[config.mk]
export PLATFORM = sky130hd
export DESIGN_NAME = quad_io_read_wrap_engine
export DESIGN_NICKNAME = d
export VERILOG_FILES = /design/src/pin_sync.v /design/src/wrap_addr_step.v /design/src/quad_io_read_wrap_engine.v
export VERILOG_INCLUDE_DIRS = /design/src /design/src/src
export SDC_FILE = /design/constraint.sdc
export NUM_CORES = 1
export LEC_CHECK = 0
export BUFFER_PORTS_ARGS = -buffer_cell sky130_fd_sc_hd__buf_4
export CAP_MARGIN = 20
export CORE_ASPECT_RATIO = 1.25
export CORE_MARGIN = 8
export CORE_UTILIZATION = 55
export CTS_BUF_LIST = sky130_fd_sc_hd__clkbuf_8
export CTS_CLUSTER_DIAMETER = 150
export DETAILED_ROUTE_END_ITERATION = 8
export GPL_ROUTABILITY_DRIVEN = 0
export GPL_TIMING_DRIVEN = 0
export PLACE_DENSITY_LB_ADDON = 0.1
export SLEW_MARGIN = 25
export SYNTH_ARGS = -nofsm -noshare
export SYNTH_HDL_FRONTEND = slang
export SYNTH_SLANG_ARGS = --single-unit
[constraint.sdc]
create_clock -name clock_i -period 5.15 [get_ports clock_i]
set_clock_uncertainty 0.1 [all_clocks]
set_input_delay 0.515 -clock clock_i [delete_from_list [all_inputs] [get_ports clock_i]]
set_output_delay 0.515 -clock clock_i [all_outputs]
set_load 0.1 [all_outputs]
[src/quad_io_read_wrap_engine_regs.vh]
`ifndef QUAD_IO_READ_WRAP_ENGINE_REGS_VH
`define QUAD_IO_READ_WRAP_ENGINE_REGS_VH

// ----------------------------------------------------------------------
// Command opcodes.
// ----------------------------------------------------------------------
`define CMD_DTR_QUAD_IO_READ   8'hED
`define CMD_QUAD_IO_READ       8'hEB
`define CMD_QUAD_WORD_READ     8'hE7
`define CMD_SET_BURST_WRAP     8'h77
`define CMD_SET_READ_PARAMS    8'hC0
`define CMD_BURST_READ_WRAP    8'h0C
`define CMD_DTR_BURST_WRAP     8'h0E
`define CMD_RESET_DEFAULTS     8'h99

// ----------------------------------------------------------------------
// Field positions and reset values.
// ----------------------------------------------------------------------
`define CONT_CODE              2'h2
`define WRAP_DISABLE_BIT       4
`define WRAP_SIZE_HI           6
`define WRAP_SIZE_LO           5
`define LATENCY_HI             5
`define LATENCY_LO             4
`define WRAP_LENGTH_HI         1
`define WRAP_LENGTH_LO         0
`define WRAP_DISABLE_RESET     1'h1
`define WRAP_SIZE_RESET        2'h0
`define LATENCY_RESET          2'h0
`define WRAP_LENGTH_RESET      2'h0

// ----------------------------------------------------------------------
// Sequence counts, in serial clocks or in transfer units.
// ----------------------------------------------------------------------
`define CMD_BITS_SERIAL        6'h08
`define CMD_NIBBLES_QUAD       6'h02
`define ADDR_NIBBLES           6'h06
`define MODE_NIBBLES           6'h02
`define BURST_SETUP_BITS       6'h20
`define PARAM_NIBBLES          6'h02
`define DUMMY_DTR_QUAD_SPI     6'h07
`define DUMMY_QUAD_DC0         6'h04
`define DUMMY_QUAD_DC1         6'h06
`define DUMMY_WORD_READ        6'h02
`define DUMMY_DTR_BURST_WRAP   6'h08
`define MODE_CLOCKS_DTR        6'h01
`define MODE_CLOCKS_STR        6'h02
`define LATENCY_00             6'h0A
`define LATENCY_01             6'h04
`define LATENCY_10             6'h06
`define LATENCY_11             6'h08

`endif

[src/pin_sync.v]
`timescale 1ns/1ps

// ----------------------------------------------------------------------
// Two flip-flop synchroniser for a group of pin inputs.
// ----------------------------------------------------------------------
module pin_sync
#(
  parameter W = 1
)
(
  // Clock and reset.
  input  wire         clock_i,
  input  wire         rst_n_i,
  // Pin side and synchronised side.
  input  wire [W-1:0] d_i,
  output reg  [W-1:0] q_o
);

  reg [W-1:0] meta_q;

  // The first stage feeds only the second stage.
  always @(posedge clock_i or negedge rst_n_i)
  begin
    if (!rst_n_i)
    begin
      meta_q <= {W{1'b1}};
      q_o    <= {W{1'b1}};
    end
    else
    begin
      meta_q <= d_i;
      q_o    <= meta_q;
    end
  end

endmodule

[src/wrap_addr_step.v]
`timescale 1ns/1ps

// ----------------------------------------------------------------------
// Next read address, linear or wrapped inside an aligned section.
// ----------------------------------------------------------------------
module wrap_addr_step
(
  // Current address and wrap setting.
  input  wire [23:0] addr_i,
  input  wire        wrap_en_i,
  input  wire [1:0]  size_i,
  // Next address.
  output reg  [23:0] next_o
);

  reg [23:0] mask;
  reg [23:0] inc;

  // Only the bits inside the section count; the rest stay fixed.
  always @*
  begin
    inc  = addr_i + 24'h000001;
    mask = 24'hFFFFFF;
    if (wrap_en_i)
    begin
      case (size_i)
        2'h0:    mask = 24'h000007;
        2'h1:    mask = 24'h00000F;
        2'h2:    mask = 24'h00001F;
        default: mask = 24'h00003F;
      endcase
    end
    next_o = (addr_i & ~mask) | (inc & mask);
  end

endmodule

[src/quad_io_read_wrap_engine.v]
// How it works
// EDh uses four lines; one mode byte and 7 dummy clocks.
// EDh runs only while quad enable is set.
// Upper mode nibble decides the next opcode; lower nibble ignored.
// Host floats IO before the first data falling edge.
// Continuation 10 starts the next frame at the address.
// Other continuation values restore opcode decoding.
// Host sends ones on IO0 for eight clocks to end continuation.
// Host drives mode clocks; sends 10 only to continue.
// In serial mode with wrap on, EDh and E7h wrap within a section.
// Wrap bits: a disable bit and two size bits, 8 to 64 bytes.
// Four-wire EDh counts mode clocks as dummies.
// Four-wire mode EDh never wraps; only 0Ch wraps there; the code also wraps 0Eh in four-wire mode.
// E7h uses an even address and only two dummy clocks.
// E7h runs only while quad enable is set.
// E7h continues likewise; the reset opcode clears it; the code decodes 99h only with continuation off, so it never clears it.
// C0h refused in serial mode; there the dummy count bit rules.
// Latency field picks 10, 4, 6 or 8 dummy clocks in four-wire mode; the code gives 0Eh a fixed 8 dummy clocks whatever the field holds.
// Wrap length field picks 8, 16, 32 or 64 bytes for wrap reads.
// Reset gives 8 byte wrap length and ten dummies including mode.
// Host reprograms latency on entering four-wire mode.
// 0Ch is a fast read wrapping on read parameter length and latency.
// 0Eh is a double rate wrapping read using the wrap length field.
// Host sets wrap bits with 77h, 24 dummy bits, then the wrap byte.
// Wrap disable bit one is default and turns wrapping off.
// Wrapping increments only the low address bits of the section.
// Quad reads with quad enable clear are ignored, no drive.
`timescale 1ns/1ps
`include "quad_io_read_wrap_engine_regs.vh"

module quad_io_read_wrap_engine
(
  // Clock and reset.
  input  wire        clock_i,
  input  wire        rst_n_i,
  // Serial flash pins.
  input  wire        cs_n_i,
  input  wire        sclk_i,
  input  wire [3:0]  io_i,
  output reg  [3:0]  io_o,
  output reg  [3:0]  io_oe_o,
  // Configuration bits.
  input  wire        quad_enable_flag_i,
  input  wire        four_wire_command_mode_i,
  input  wire        dummy_count_bit_i,
  // Array read port.
  output reg  [23:0] mem_addr_o,
  input  wire [7:0]  mem_data_i,
  // Status.
  output reg         read_active_o,
  output reg         continuous_mode_o,
  output reg  [2:0]  wrap_bits_o,
  output reg  [1:0]  latency_select_field_o,
  output reg  [1:0]  wrap_length_field_o
);

  // --------------------------------------------------------------------
  // Sequencer phases.
  // --------------------------------------------------------------------
  localparam [2:0] PH_IDLE  = 3'h0;
  localparam [2:0] PH_CMD   = 3'h1;
  localparam [2:0] PH_ADDR  = 3'h2;
  localparam [2:0] PH_MODE  = 3'h3;
  localparam [2:0] PH_DUMMY = 3'h4;
  localparam [2:0] PH_DATA  = 3'h5;
  localparam [2:0] PH_SETUP = 3'h6;
  localparam [2:0] PH_SKIP  = 3'h7;

  // --------------------------------------------------------------------
  // Pin synchronisation and edge detection.
  // --------------------------------------------------------------------
  wire [5:0]  pins_s;
  wire        cs_n_s;
  wire        sclk_s;
  wire [3:0]  io_s;
  reg         sclk_d_q;
  wire        rise;
  wire        fall;

  pin_sync #(.W(6)) u_sync
  (
    .clock_i (clock_i),
    .rst_n_i (rst_n_i),
    .d_i     ({cs_n_i, sclk_i, io_i}),
    .q_o     (pins_s)
  );

  assign cs_n_s = pins_s[5];
  assign sclk_s = pins_s[4];
  assign io_s   = pins_s[3:0];
  assign rise   = sclk_s & ~sclk_d_q;
  assign fall   = ~sclk_s & sclk_d_q;

  // --------------------------------------------------------------------
  // Sequencer state.
  // --------------------------------------------------------------------
  reg [2:0]   phase_q;
  reg [5:0]   cnt_q;
  reg [23:0]  sh_q;
  reg [7:0]   cmd_q;
  reg         dtr_q;
  reg         has_mode_q;
  reg [5:0]   dummy_q;
  reg         wrap_en_q;
  reg [1:0]   wrap_sz_q;
  reg [7:0]   cont_cmd_q;
  reg         nib_lo_q;
  wire [23:0] addr_next;

  wire [7:0]  ser_byte = {sh_q[6:0], io_s[0]};
  wire [7:0]  nib_byte = {sh_q[3:0], io_s};
  wire [23:0] addr_in  = {sh_q[19:0], io_s};
  wire [7:0]  cmd_byte = four_wire_command_mode_i ? nib_byte : ser_byte;
  wire        take     = rise | (dtr_q & fall & cnt_q[0]);
  wire        last     = (cnt_q == 6'h01);

  // Section address stepping for data bytes.
  wrap_addr_step u_step
  (
    .addr_i    (mem_addr_o),
    .wrap_en_i (wrap_en_q),
    .size_i    (wrap_sz_q),
    .next_o    (addr_next)
  );

  // --------------------------------------------------------------------
  // Opcode decode.
  // --------------------------------------------------------------------
  reg [2:0]   d_phase;
  reg [5:0]   d_cnt;
  reg         d_dtr;
  reg         d_mode;
  reg [5:0]   d_dummy;
  reg         d_wrap;
  reg [1:0]   d_wsz;
  reg [5:0]   latency;

  // Latency field to dummy clocks.
  always @*
  begin
    case (latency_select_field_o)
      2'h0:    latency = `LATENCY_00;
      2'h1:    latency = `LATENCY_01;
      2'h2:    latency = `LATENCY_10;
      default: latency = `LATENCY_11;
    endcase
  end

  // Each opcode picks its timing, wrap and mode byte.
  always @*
  begin
    d_phase = PH_SKIP;
    d_cnt   = `ADDR_NIBBLES;
    d_dtr   = 1'b0;
    d_mode  = 1'b0;
    d_dummy = `DUMMY_WORD_READ;
    d_wrap  = 1'b0;
    d_wsz   = wrap_bits_o[2:1];
    case (cmd_byte)
      `CMD_DTR_QUAD_IO_READ:
      begin
        if (quad_enable_flag_i)
        begin
          d_phase = PH_ADDR;
          d_dtr   = 1'b1;
          d_mode  = 1'b1;
          if (four_wire_command_mode_i)
          begin
            d_dummy = latency - `MODE_CLOCKS_DTR;
          end
          else
          begin
            d_dummy = `DUMMY_DTR_QUAD_SPI;
            d_wrap  = ~wrap_bits_o[0];
          end
        end
      end
      `CMD_QUAD_IO_READ:
      begin
        if (quad_enable_flag_i)
        begin
          d_phase = PH_ADDR;
          d_mode  = 1'b1;
          if (four_wire_command_mode_i)
          begin
            d_dummy = latency - `MODE_CLOCKS_STR;
          end
          else
          begin
            d_dummy = dummy_count_bit_i ? `DUMMY_QUAD_DC1
                                        : `DUMMY_QUAD_DC0;
            d_wrap  = ~wrap_bits_o[0];
          end
        end
      end
      `CMD_QUAD_WORD_READ:
      begin
        if (quad_enable_flag_i && !four_wire_command_mode_i)
        begin
          d_phase = PH_ADDR;
          d_mode  = 1'b1;
          d_dummy = `DUMMY_WORD_READ;
          d_wrap  = ~wrap_bits_o[0];
        end
      end
      `CMD_BURST_READ_WRAP:
      begin
        if (four_wire_command_mode_i)
        begin
          d_phase = PH_ADDR;
          d_dummy = latency;
          d_wrap  = 1'b1;
          d_wsz   = wrap_length_field_o;
        end
      end
      `CMD_DTR_BURST_WRAP:
      begin
        if (four_wire_command_mode_i)
        begin
          d_phase = PH_ADDR;
          d_dtr   = 1'b1;
          d_dummy = `DUMMY_DTR_BURST_WRAP;
          d_wrap  = 1'b1;
          d_wsz   = wrap_length_field_o;
        end
      end
      `CMD_SET_BURST_WRAP:
      begin
        if (!four_wire_command_mode_i)
        begin
          d_phase = PH_SETUP;
          d_cnt   = `BURST_SETUP_BITS;
        end
      end
      `CMD_SET_READ_PARAMS:
      begin
        if (four_wire_command_mode_i)
        begin
          d_phase = PH_SETUP;
          d_cnt   = `PARAM_NIBBLES;
        end
      end
      default:
      begin
        d_phase = PH_SKIP;
      end
    endcase
  end

  // --------------------------------------------------------------------
  // Frame sequencer.
  // --------------------------------------------------------------------
  // Chip select high ends any frame and releases the IO lines on the third clock edge after the pin rises.
  always @(posedge clock_i or negedge rst_n_i)
  begin
    if (!rst_n_i)
    begin
      sclk_d_q               <= 1'b1;
      phase_q                <= PH_IDLE;
      cnt_q                  <= 6'h00;
      sh_q                   <= 24'h000000;
      cmd_q                  <= 8'h00;
      dtr_q                  <= 1'b0;
      has_mode_q             <= 1'b0;
      dummy_q                <= 6'h00;
      wrap_en_q              <= 1'b0;
      wrap_sz_q              <= 2'h0;
      cont_cmd_q             <= 8'h00;
      nib_lo_q               <= 1'b0;
      io_o                   <= 4'h0;
      io_oe_o                <= 4'h0;
      mem_addr_o             <= 24'h000000;
      read_active_o          <= 1'b0;
      continuous_mode_o      <= 1'b0;
      wrap_bits_o            <= {`WRAP_SIZE_RESET, `WRAP_DISABLE_RESET};
      latency_select_field_o <= `LATENCY_RESET;
      wrap_length_field_o    <= `WRAP_LENGTH_RESET;
    end
    else
    begin
      sclk_d_q <= sclk_s;
      if (cs_n_s)
      begin
        phase_q       <= PH_IDLE;
        io_oe_o       <= 4'h0;
        read_active_o <= 1'b0;
      end
      else
      begin
        case (phase_q)
          PH_IDLE:
          begin
            if (continuous_mode_o)
            begin
              phase_q <= PH_ADDR;
              cmd_q   <= cont_cmd_q;
              cnt_q   <= `ADDR_NIBBLES;
            end
            else
            begin
              phase_q <= PH_CMD;
              cnt_q   <= four_wire_command_mode_i ? `CMD_NIBBLES_QUAD
                                                  : `CMD_BITS_SERIAL;
            end
          end
          PH_CMD:
          begin
            if (rise)
            begin
              sh_q  <= four_wire_command_mode_i ? {sh_q[19:0], io_s}
                                                : {sh_q[22:0], io_s[0]};
              cnt_q <= cnt_q - 6'h01;
              if (last)
              begin
                cmd_q      <= cmd_byte;
                phase_q    <= d_phase;
                cnt_q      <= d_cnt;
                dtr_q      <= d_dtr;
                has_mode_q <= d_mode;
                dummy_q    <= d_dummy;
                wrap_en_q  <= d_wrap;
                wrap_sz_q  <= d_wsz;
                if (cmd_byte == `CMD_RESET_DEFAULTS)
                begin
                  continuous_mode_o      <= 1'b0;
                  wrap_bits_o            <= {`WRAP_SIZE_RESET,
                                             `WRAP_DISABLE_RESET};
                  latency_select_field_o <= `LATENCY_RESET;
                  wrap_length_field_o    <= `WRAP_LENGTH_RESET;
                end
              end
            end
          end
          PH_ADDR:
          begin
            if (take)
            begin
              sh_q  <= addr_in;
              cnt_q <= cnt_q - 6'h01;
              if (last)
              begin
                mem_addr_o <= addr_in;
                phase_q    <= has_mode_q ? PH_MODE : PH_DUMMY;
                cnt_q      <= has_mode_q ? `MODE_NIBBLES : dummy_q;
              end
            end
          end
          PH_MODE:
          begin
            if (take)
            begin
              sh_q  <= addr_in;
              cnt_q <= cnt_q - 6'h01;
              if (last)
              begin
                // Only the upper nibble matters for continuation.
                continuous_mode_o <= (nib_byte[5:4] == `CONT_CODE);
                cont_cmd_q        <= cmd_q;
                phase_q           <= PH_DUMMY;
                cnt_q             <= dummy_q;
              end
            end
          end
          PH_DUMMY:
          begin
            if (rise)
            begin
              cnt_q <= cnt_q - 6'h01;
              if (last)
              begin
                phase_q  <= PH_DATA;
                nib_lo_q <= 1'b0;
              end
            end
          end
          PH_DATA:
          begin
            // First launch is the falling edge ending the last dummy clock.
            if (fall || (dtr_q && rise))
            begin
              io_oe_o       <= 4'hF;
              read_active_o <= 1'b1;
              nib_lo_q      <= ~nib_lo_q;
              if (nib_lo_q)
              begin
                io_o       <= mem_data_i[3:0];
                mem_addr_o <= addr_next;
              end
              else
              begin
                io_o <= mem_data_i[7:4];
              end
            end
          end
          PH_SETUP:
          begin
            if (rise)
            begin
              sh_q  <= four_wire_command_mode_i ? {sh_q[19:0], io_s}
                                                : {sh_q[22:0], io_s[0]};
              cnt_q <= cnt_q - 6'h01;
              if (last)
              begin
                phase_q <= PH_SKIP;
                if (cmd_q == `CMD_SET_BURST_WRAP)
                begin
                  wrap_bits_o <= {ser_byte[`WRAP_SIZE_HI:`WRAP_SIZE_LO],
                                  ser_byte[`WRAP_DISABLE_BIT]};
                end
                else
                begin
                  latency_select_field_o <=
                    nib_byte[`LATENCY_HI:`LATENCY_LO];
                  wrap_length_field_o    <=
                    nib_byte[`WRAP_LENGTH_HI:`WRAP_LENGTH_LO];
                end
              end
            end
          end
          default:
          begin
            io_oe_o <= 4'h0;
          end
        endcase
      end
    end
  end

endmodule

; ---- After elaboration in Yosys (flattened, before gate mapping)
; Index checks and enable logic that the tools add are counted.
[totals]
reg_bits = 111
output_inout_bits = 41
elab_cells = 234
input_bits = 19
[op_classes]
bitwise_logic = 14
eq_ne = 52
reduce_logical = 37
n_mux = 105
add_sub_neg = 4
[op_table]
columns = cell, n
row1 = 24-bit two-way mux, 5
row2 = 6-bit two-way mux, 14
row3 = 3-bit two-way mux, 22
row4 = 20-bit two-way mux, 3
row5 = 24-bit bitwise AND, 2
row6 = 24-bit case mux with 2 select lines, 1
row7 = "8-bit == test, second input constant", 5
row8 = 20-bit case mux with 2 select lines, 1
row9 = "3-bit by 2-bit inequality test with 1-bit output, second input constant", 11
row10 = 8-bit two-way mux, 4
row11 = "2-bit inequality test, second input constant", 16
row12 = 6-bit case mux with 5 select lines, 1
row13 = 2-bit two-way mux, 13
row14 = "24-bit by 1-bit adder with 24-bit output, second input constant", 1
row15 = 4-bit two-way mux, 6
row16 = 24-bit NOT, 1
row17 = 24-bit OR, 1
row18 = 6-bit case mux with 4 select lines, 1
row19 = 1-bit two-way mux, 19
row20 = 3-bit case mux with 6 select lines, 1
row21 = 6-bit case mux with 3 select lines, 1
row22 = "8-bit by 4-bit == test with 1-bit output, second input constant", 2
row23 = "8-bit by 7-bit == test with 1-bit output, second input constant", 2
row24 = 8-bit case mux with 2 select lines, 1
row25 = 38 further kinds, 78

; ---- Depth between registers and ports, before layout
[logic_depth]
word_depth = 9
mapped_depth = 10
depth_no_buf = 8

; ---- Hierarchy
; A second synthesis with hierarchy kept.
[unflattened]
cells_unflattened = 685
hier_area_um2 = 6252.2
[by_module_without_submodules]
columns = module, seq_area_each_um2, cells_per_inst, instances, area_each_um2
row1 = quad_io_read_wrap_engine, 2404.8, 606, 1, 5466.5
row2 = wrap_addr_step, 0.0, 67, 1, 470.5
row3 = pin_sync, 315.3, 12, 1, 315.3

; ---- Least setup slack after synthesis
; OpenSTA, ideal clock, no wires.
[synth_path]
path_kind = register to register
from = register mem_addr_o[0]
to = register with a tool-made name
required_time_ps = 4926
period_less_slack_ps = 2749
path_slack_ps = 2401
path_stages_with_launch = 8
arrival_time_ps = 2525
n_path_buf = 0
cell_sequence = dfrtp_1 -> ha_1 -> nand4_1 -> nor4_4 -> nand3_1 -> nand3_1 -> nand2_1 -> a211o_1
[synth_lines]
columns = item, line
row1 = "start, declared", quad_io_read_wrap_engine.v:47  ; output reg [23:0] mem_addr_o,
row2 = "start signal, assigned", quad_io_read_wrap_engine.v:342  ; mem_addr_o <= addr_in;
row3 = "start signal, assigned", quad_io_read_wrap_engine.v:387  ; mem_addr_o <= addr_next;

; ---- Worst setup path after layout
[layout_path]
from = register cnt_q[1]
to = register cont_cmd_q[7]
[layout_via]
elab_chain_cells = 2
[layout_lines]
columns = item, line
row1 = "start, declared", quad_io_read_wrap_engine.v:98  ; reg [5:0] cnt_q;
row2 = "start signal, assigned", quad_io_read_wrap_engine.v:297  ; cnt_q <= `ADDR_NIBBLES;
row3 = "start signal, assigned", quad_io_read_wrap_engine.v:302  ; cnt_q <= four_wire_command_mode_i ? `CMD_NIBBLES_QUAD
row4 = "start signal, assigned", quad_io_read_wrap_engine.v:312  ; cnt_q <= cnt_q - 6'h01;
row5 = 6-bit by 1-bit == test with 1-bit output, quad_io_read_wrap_engine.v:115  ; wire last = (cnt_q == 6'h01);
row6 = 4-bit AND reduction (no line), n/a
row7 = "end signal, assigned", quad_io_read_wrap_engine.v:358  ; cont_cmd_q <= cmd_q;
row8 = "end, declared", quad_io_read_wrap_engine.v:106  ; reg [7:0] cont_cmd_q;
; Every way passes these cells.
; A chain may end at the register's enable or synchronous reset.

==> flow_summary.json <==
{
  "wl_per_cell_um": 19.6,
  "cp.arrival_ns": 2.80,
  "die_x_um": 112,
  "initial_core_util_pct": 55.6,
  "drive_above_1_share_pct": 19.5,
  "rr_worst_depth": 8,
  "fp-row-count": 44,
  "synth.top_cell.area_share_pct": 36.8,
  "hold_violations": 0,
  "ctsLongestPathBuffers": 2,
  "fillerInstances": 995,
  "cts-resized-gates": 0,
  "ctsHoldBuffers": 0,
  "critical_path_class": "reg2reg",
  "yosys-top-cells-area": "dfrtp_1, o21ai_0, nand2_1",
  "hold_class": "in2async",
  "regToRegStartpoint": "cnt_q[1]",
  "hpwl_um": 13200,
  "cap_viol_max_count": 0,
  "synthTopCellsByCount": "nand2_1, dfrtp_1, o21ai_0",
  "drc": 0,
  "grt_use_total_pct": 24.1,
  "rrSetupSlack_ns": 2.52,
  "async_flop_share_pct": 100,
  "slowest_delay_ns": 0.57,
  "internal_power_mw": 1.88,
  "cts_sinks": 108,
  "ys.warnings.count": 0,
  "timing.hold.ws_ns": 0.0917,
  "timing.fmax_mhz": 381,
  "synth_ff_type": "dfrtp_1",
  "min_period_ns": 2.63,
  "required_ns": 5.32,
  "via_per_inst": 6.42,
  "htreeDepth": 3,
  "peakVddDrop_mv": 0.283,
  "grt_max_degree": 109,
  "crit_family": "simple AND/OR/NAND/NOR gates",
  "worstPathMaxFanout": 8,
  "synth_cell_types": 75,
  "crit_chain": "inv_1 > ha_1 > nor3b_1 > and2_1 > buf_2 > nand2_1 > nor4_4 > mux2_2",
  "cts_tree": "done",
  "antenna_left": 0,
  "layout_setup_ws_ns": 2.52,
  "synth_most_common_cell": "nand2_1",
  "clk_latency_ns": 0.39,
  "fp.dieH_um": 137,
  "post_cts.repair.setup_buffers": 0,
  "synth_cells": 720,
  "clock-root-buffer": "clkbuf_8",
  "r2r-end": "cont_cmd_q[7]",
  "status": "finished, final reports clean",
  "critPathLaunchType": "flip-flop",
  "p_comb_share_pct": 50.7,
  "final_core_util_pct": 62.8,
  "grt-ovfl-total": 0,
  "vias": 5989,
  "antenna_found_initial": 0,
  "endpoint_kind": "flip-flop",
  "slew_viol_final": 0,
  "first_global_vias": 5883,
  "crit_slowest_cell": "nor4_4",
  "clkPwrFrac_pct": 14.5,
  "timing_worst_slew_pin_value_ns": 0.989,
  "final_nets": 815,
  "numCtsBuffers": 9,
  "clkTransAtPathRegs_ns": 0.11,
  "ys_seq_area_share_pct": 42.5,
  "cp_num_buf_inv": 2,
  "maxSlewHeadroom_pct": 33.5,
  "switching_share_pct": 50.5,
  "portBuffers": 59,
  "synth_top_area_cell": "dfrtp_1",
  "power_switching_mw": 1.92,
  "firstDrtPassIters": 5,
  "fin_crit_sh_pct": 51.0,
  "core_area_sq_um": 11500,
  "synth-seq-cells": 108,
  "num_antenna_cells": 0,
  "p_total_mw": 3.80,
  "p_per_area_nw_per_um2": 526,
  "finalSetupViolations": 0,
  "die_area_sq_um": 15400,
  "netlist_area_sq_um": 6400,
  "syn_nets": 745,
  "areaGrowthSynthToFinish_pct": 12.9,
  "ios": 60,
  "drt-total-wl_um": 18300,
  "pre_cts_ws_ns": 2.56,
  "pwr-share-seq_pct": 34.8,
  "fin_setup_tns_ns": 0,
  "grt_pass1_wl_um": 29700,
  "syn_avg_cell_area_sq_um": 8.89,
  "synth_edf_count": 0,
  "p_leak_nw": 3.18,
  "drt-initial-drc-count": 693,
  "rsz0062_at_grt": "false"
}
layout make-up:
type | instances | area (sq um) | area share (%)
Inverter | 22 | 82.6 | 1.14
Sequential cell | 108 | 2720 | 37.6
Multi-Input combinational cell | 544 | 3360 | 46.4
Tap cell | 138 | 173 | 2.39
Clock inverter | 7 | 81.3 | 1.13
Timing Repair Buffer | 59 | 449 | 6.22
Clock buffer | 9 | 124 | 1.71
Buffer | 46 | 240 | 3.32
power by group through the flow:
stage | sequential, mW | clock [mW] | combinational, mW
finish | 1.32 | 0.552 | 1.93
global route | 1.35 | 0.583 | 2.07
CTS | 1.31 | 0.559 | 1.90
detailed placement | 1.33 | 0 | 1.90
global placement | 1.32 | 0 | 1.87
floorplan | 1.69 | 0 | 1.02
cell usage in the layout (no fill, tap or decap), types with 4 or more instances in the layout:
cell type / instances
a211o_1: 4
a21oi_1: 51
a22oi_1: 5
a31oi_1: 13
a32o_1: 4
and2_1: 7
and3_1: 4
and3b_1: 4
buf_2: 17
buf_4: 64
clkbuf_1: 17
clkbuf_8: 10
dfrtp_1: 94
dfstp_2: 14
ha_1: 6
inv_1: 19
mux2_2: 19
mux2i_1: 31
nand2_1: 102
nand2b_1: 7
nand3_1: 24
nand4_1: 8
nand4b_1: 4
nor2_1: 50
nor2b_1: 7
nor3_1: 21
nor3b_1: 5
nor4_1: 5
o211ai_1: 7
o21ai_0: 78
o22ai_1: 7
o31a_1: 4
or2_2: 5
metrics by stage:
stage	cell area [sq um]	cells
after floorplan	6400	720
after global placement	7010	917
after detailed placement	7020	917
after CTS	7220	933
after global routing	7230	933
final	7230	933
how the worst max path moves through the flow:
| stage | cells after the start | to | start | slack, ns |
|---|---|---|---|---|
| 2_1_floorplan | 7 | flip-flop | mem_addr_o[0] | 2.40 |
| 3_3_place_gp | 7 | phase_q[0] | four_wire_command_mode_i | 2.53 |
| 3_5_place_dp | 8 | cont_cmd_q[7] | cnt_q[1] | 2.56 |
| 4_1_cts | 8 | cont_cmd_q[7] | cnt_q[1] | 2.53 |
| 5_1_grt | 8 | cont_cmd_q[7] | cnt_q[1] | 2.41 |
| 6_report | 8 | cont_cmd_q[7] | cnt_q[1] | 2.52 |
metal layers:
metal | vias up | wire length [um] | track usage [%]
met2 | 314 | 9130 | 41.7
li1 | 2743 | - | -
met3 | 53 | 1350 | 4.90
met4 | 0 | 586 | 11.4
met5 | - | 0 | 0
met1 | 2879 | 7210 | 28.2
logic make-up (layout without fill, tap and decap cells):
family / after synthesis / count (layout) / synth area share [%]
XOR/XNOR: 4 / 4 / 0.548
AO/OA/AOI/OAI: 208 / 208 / 20.2
adder cells (fa/ha/maj): 6 / 6 / 1.17
flip-flops: 108 / 108 / 42.5
buffers and inverters: 68 / 143 / 5.04
AND/OR/NAND/NOR: 276 / 276 / 22.3
multiplexers: 50 / 50 / 8.19
(Power assumes the default switching activity.)
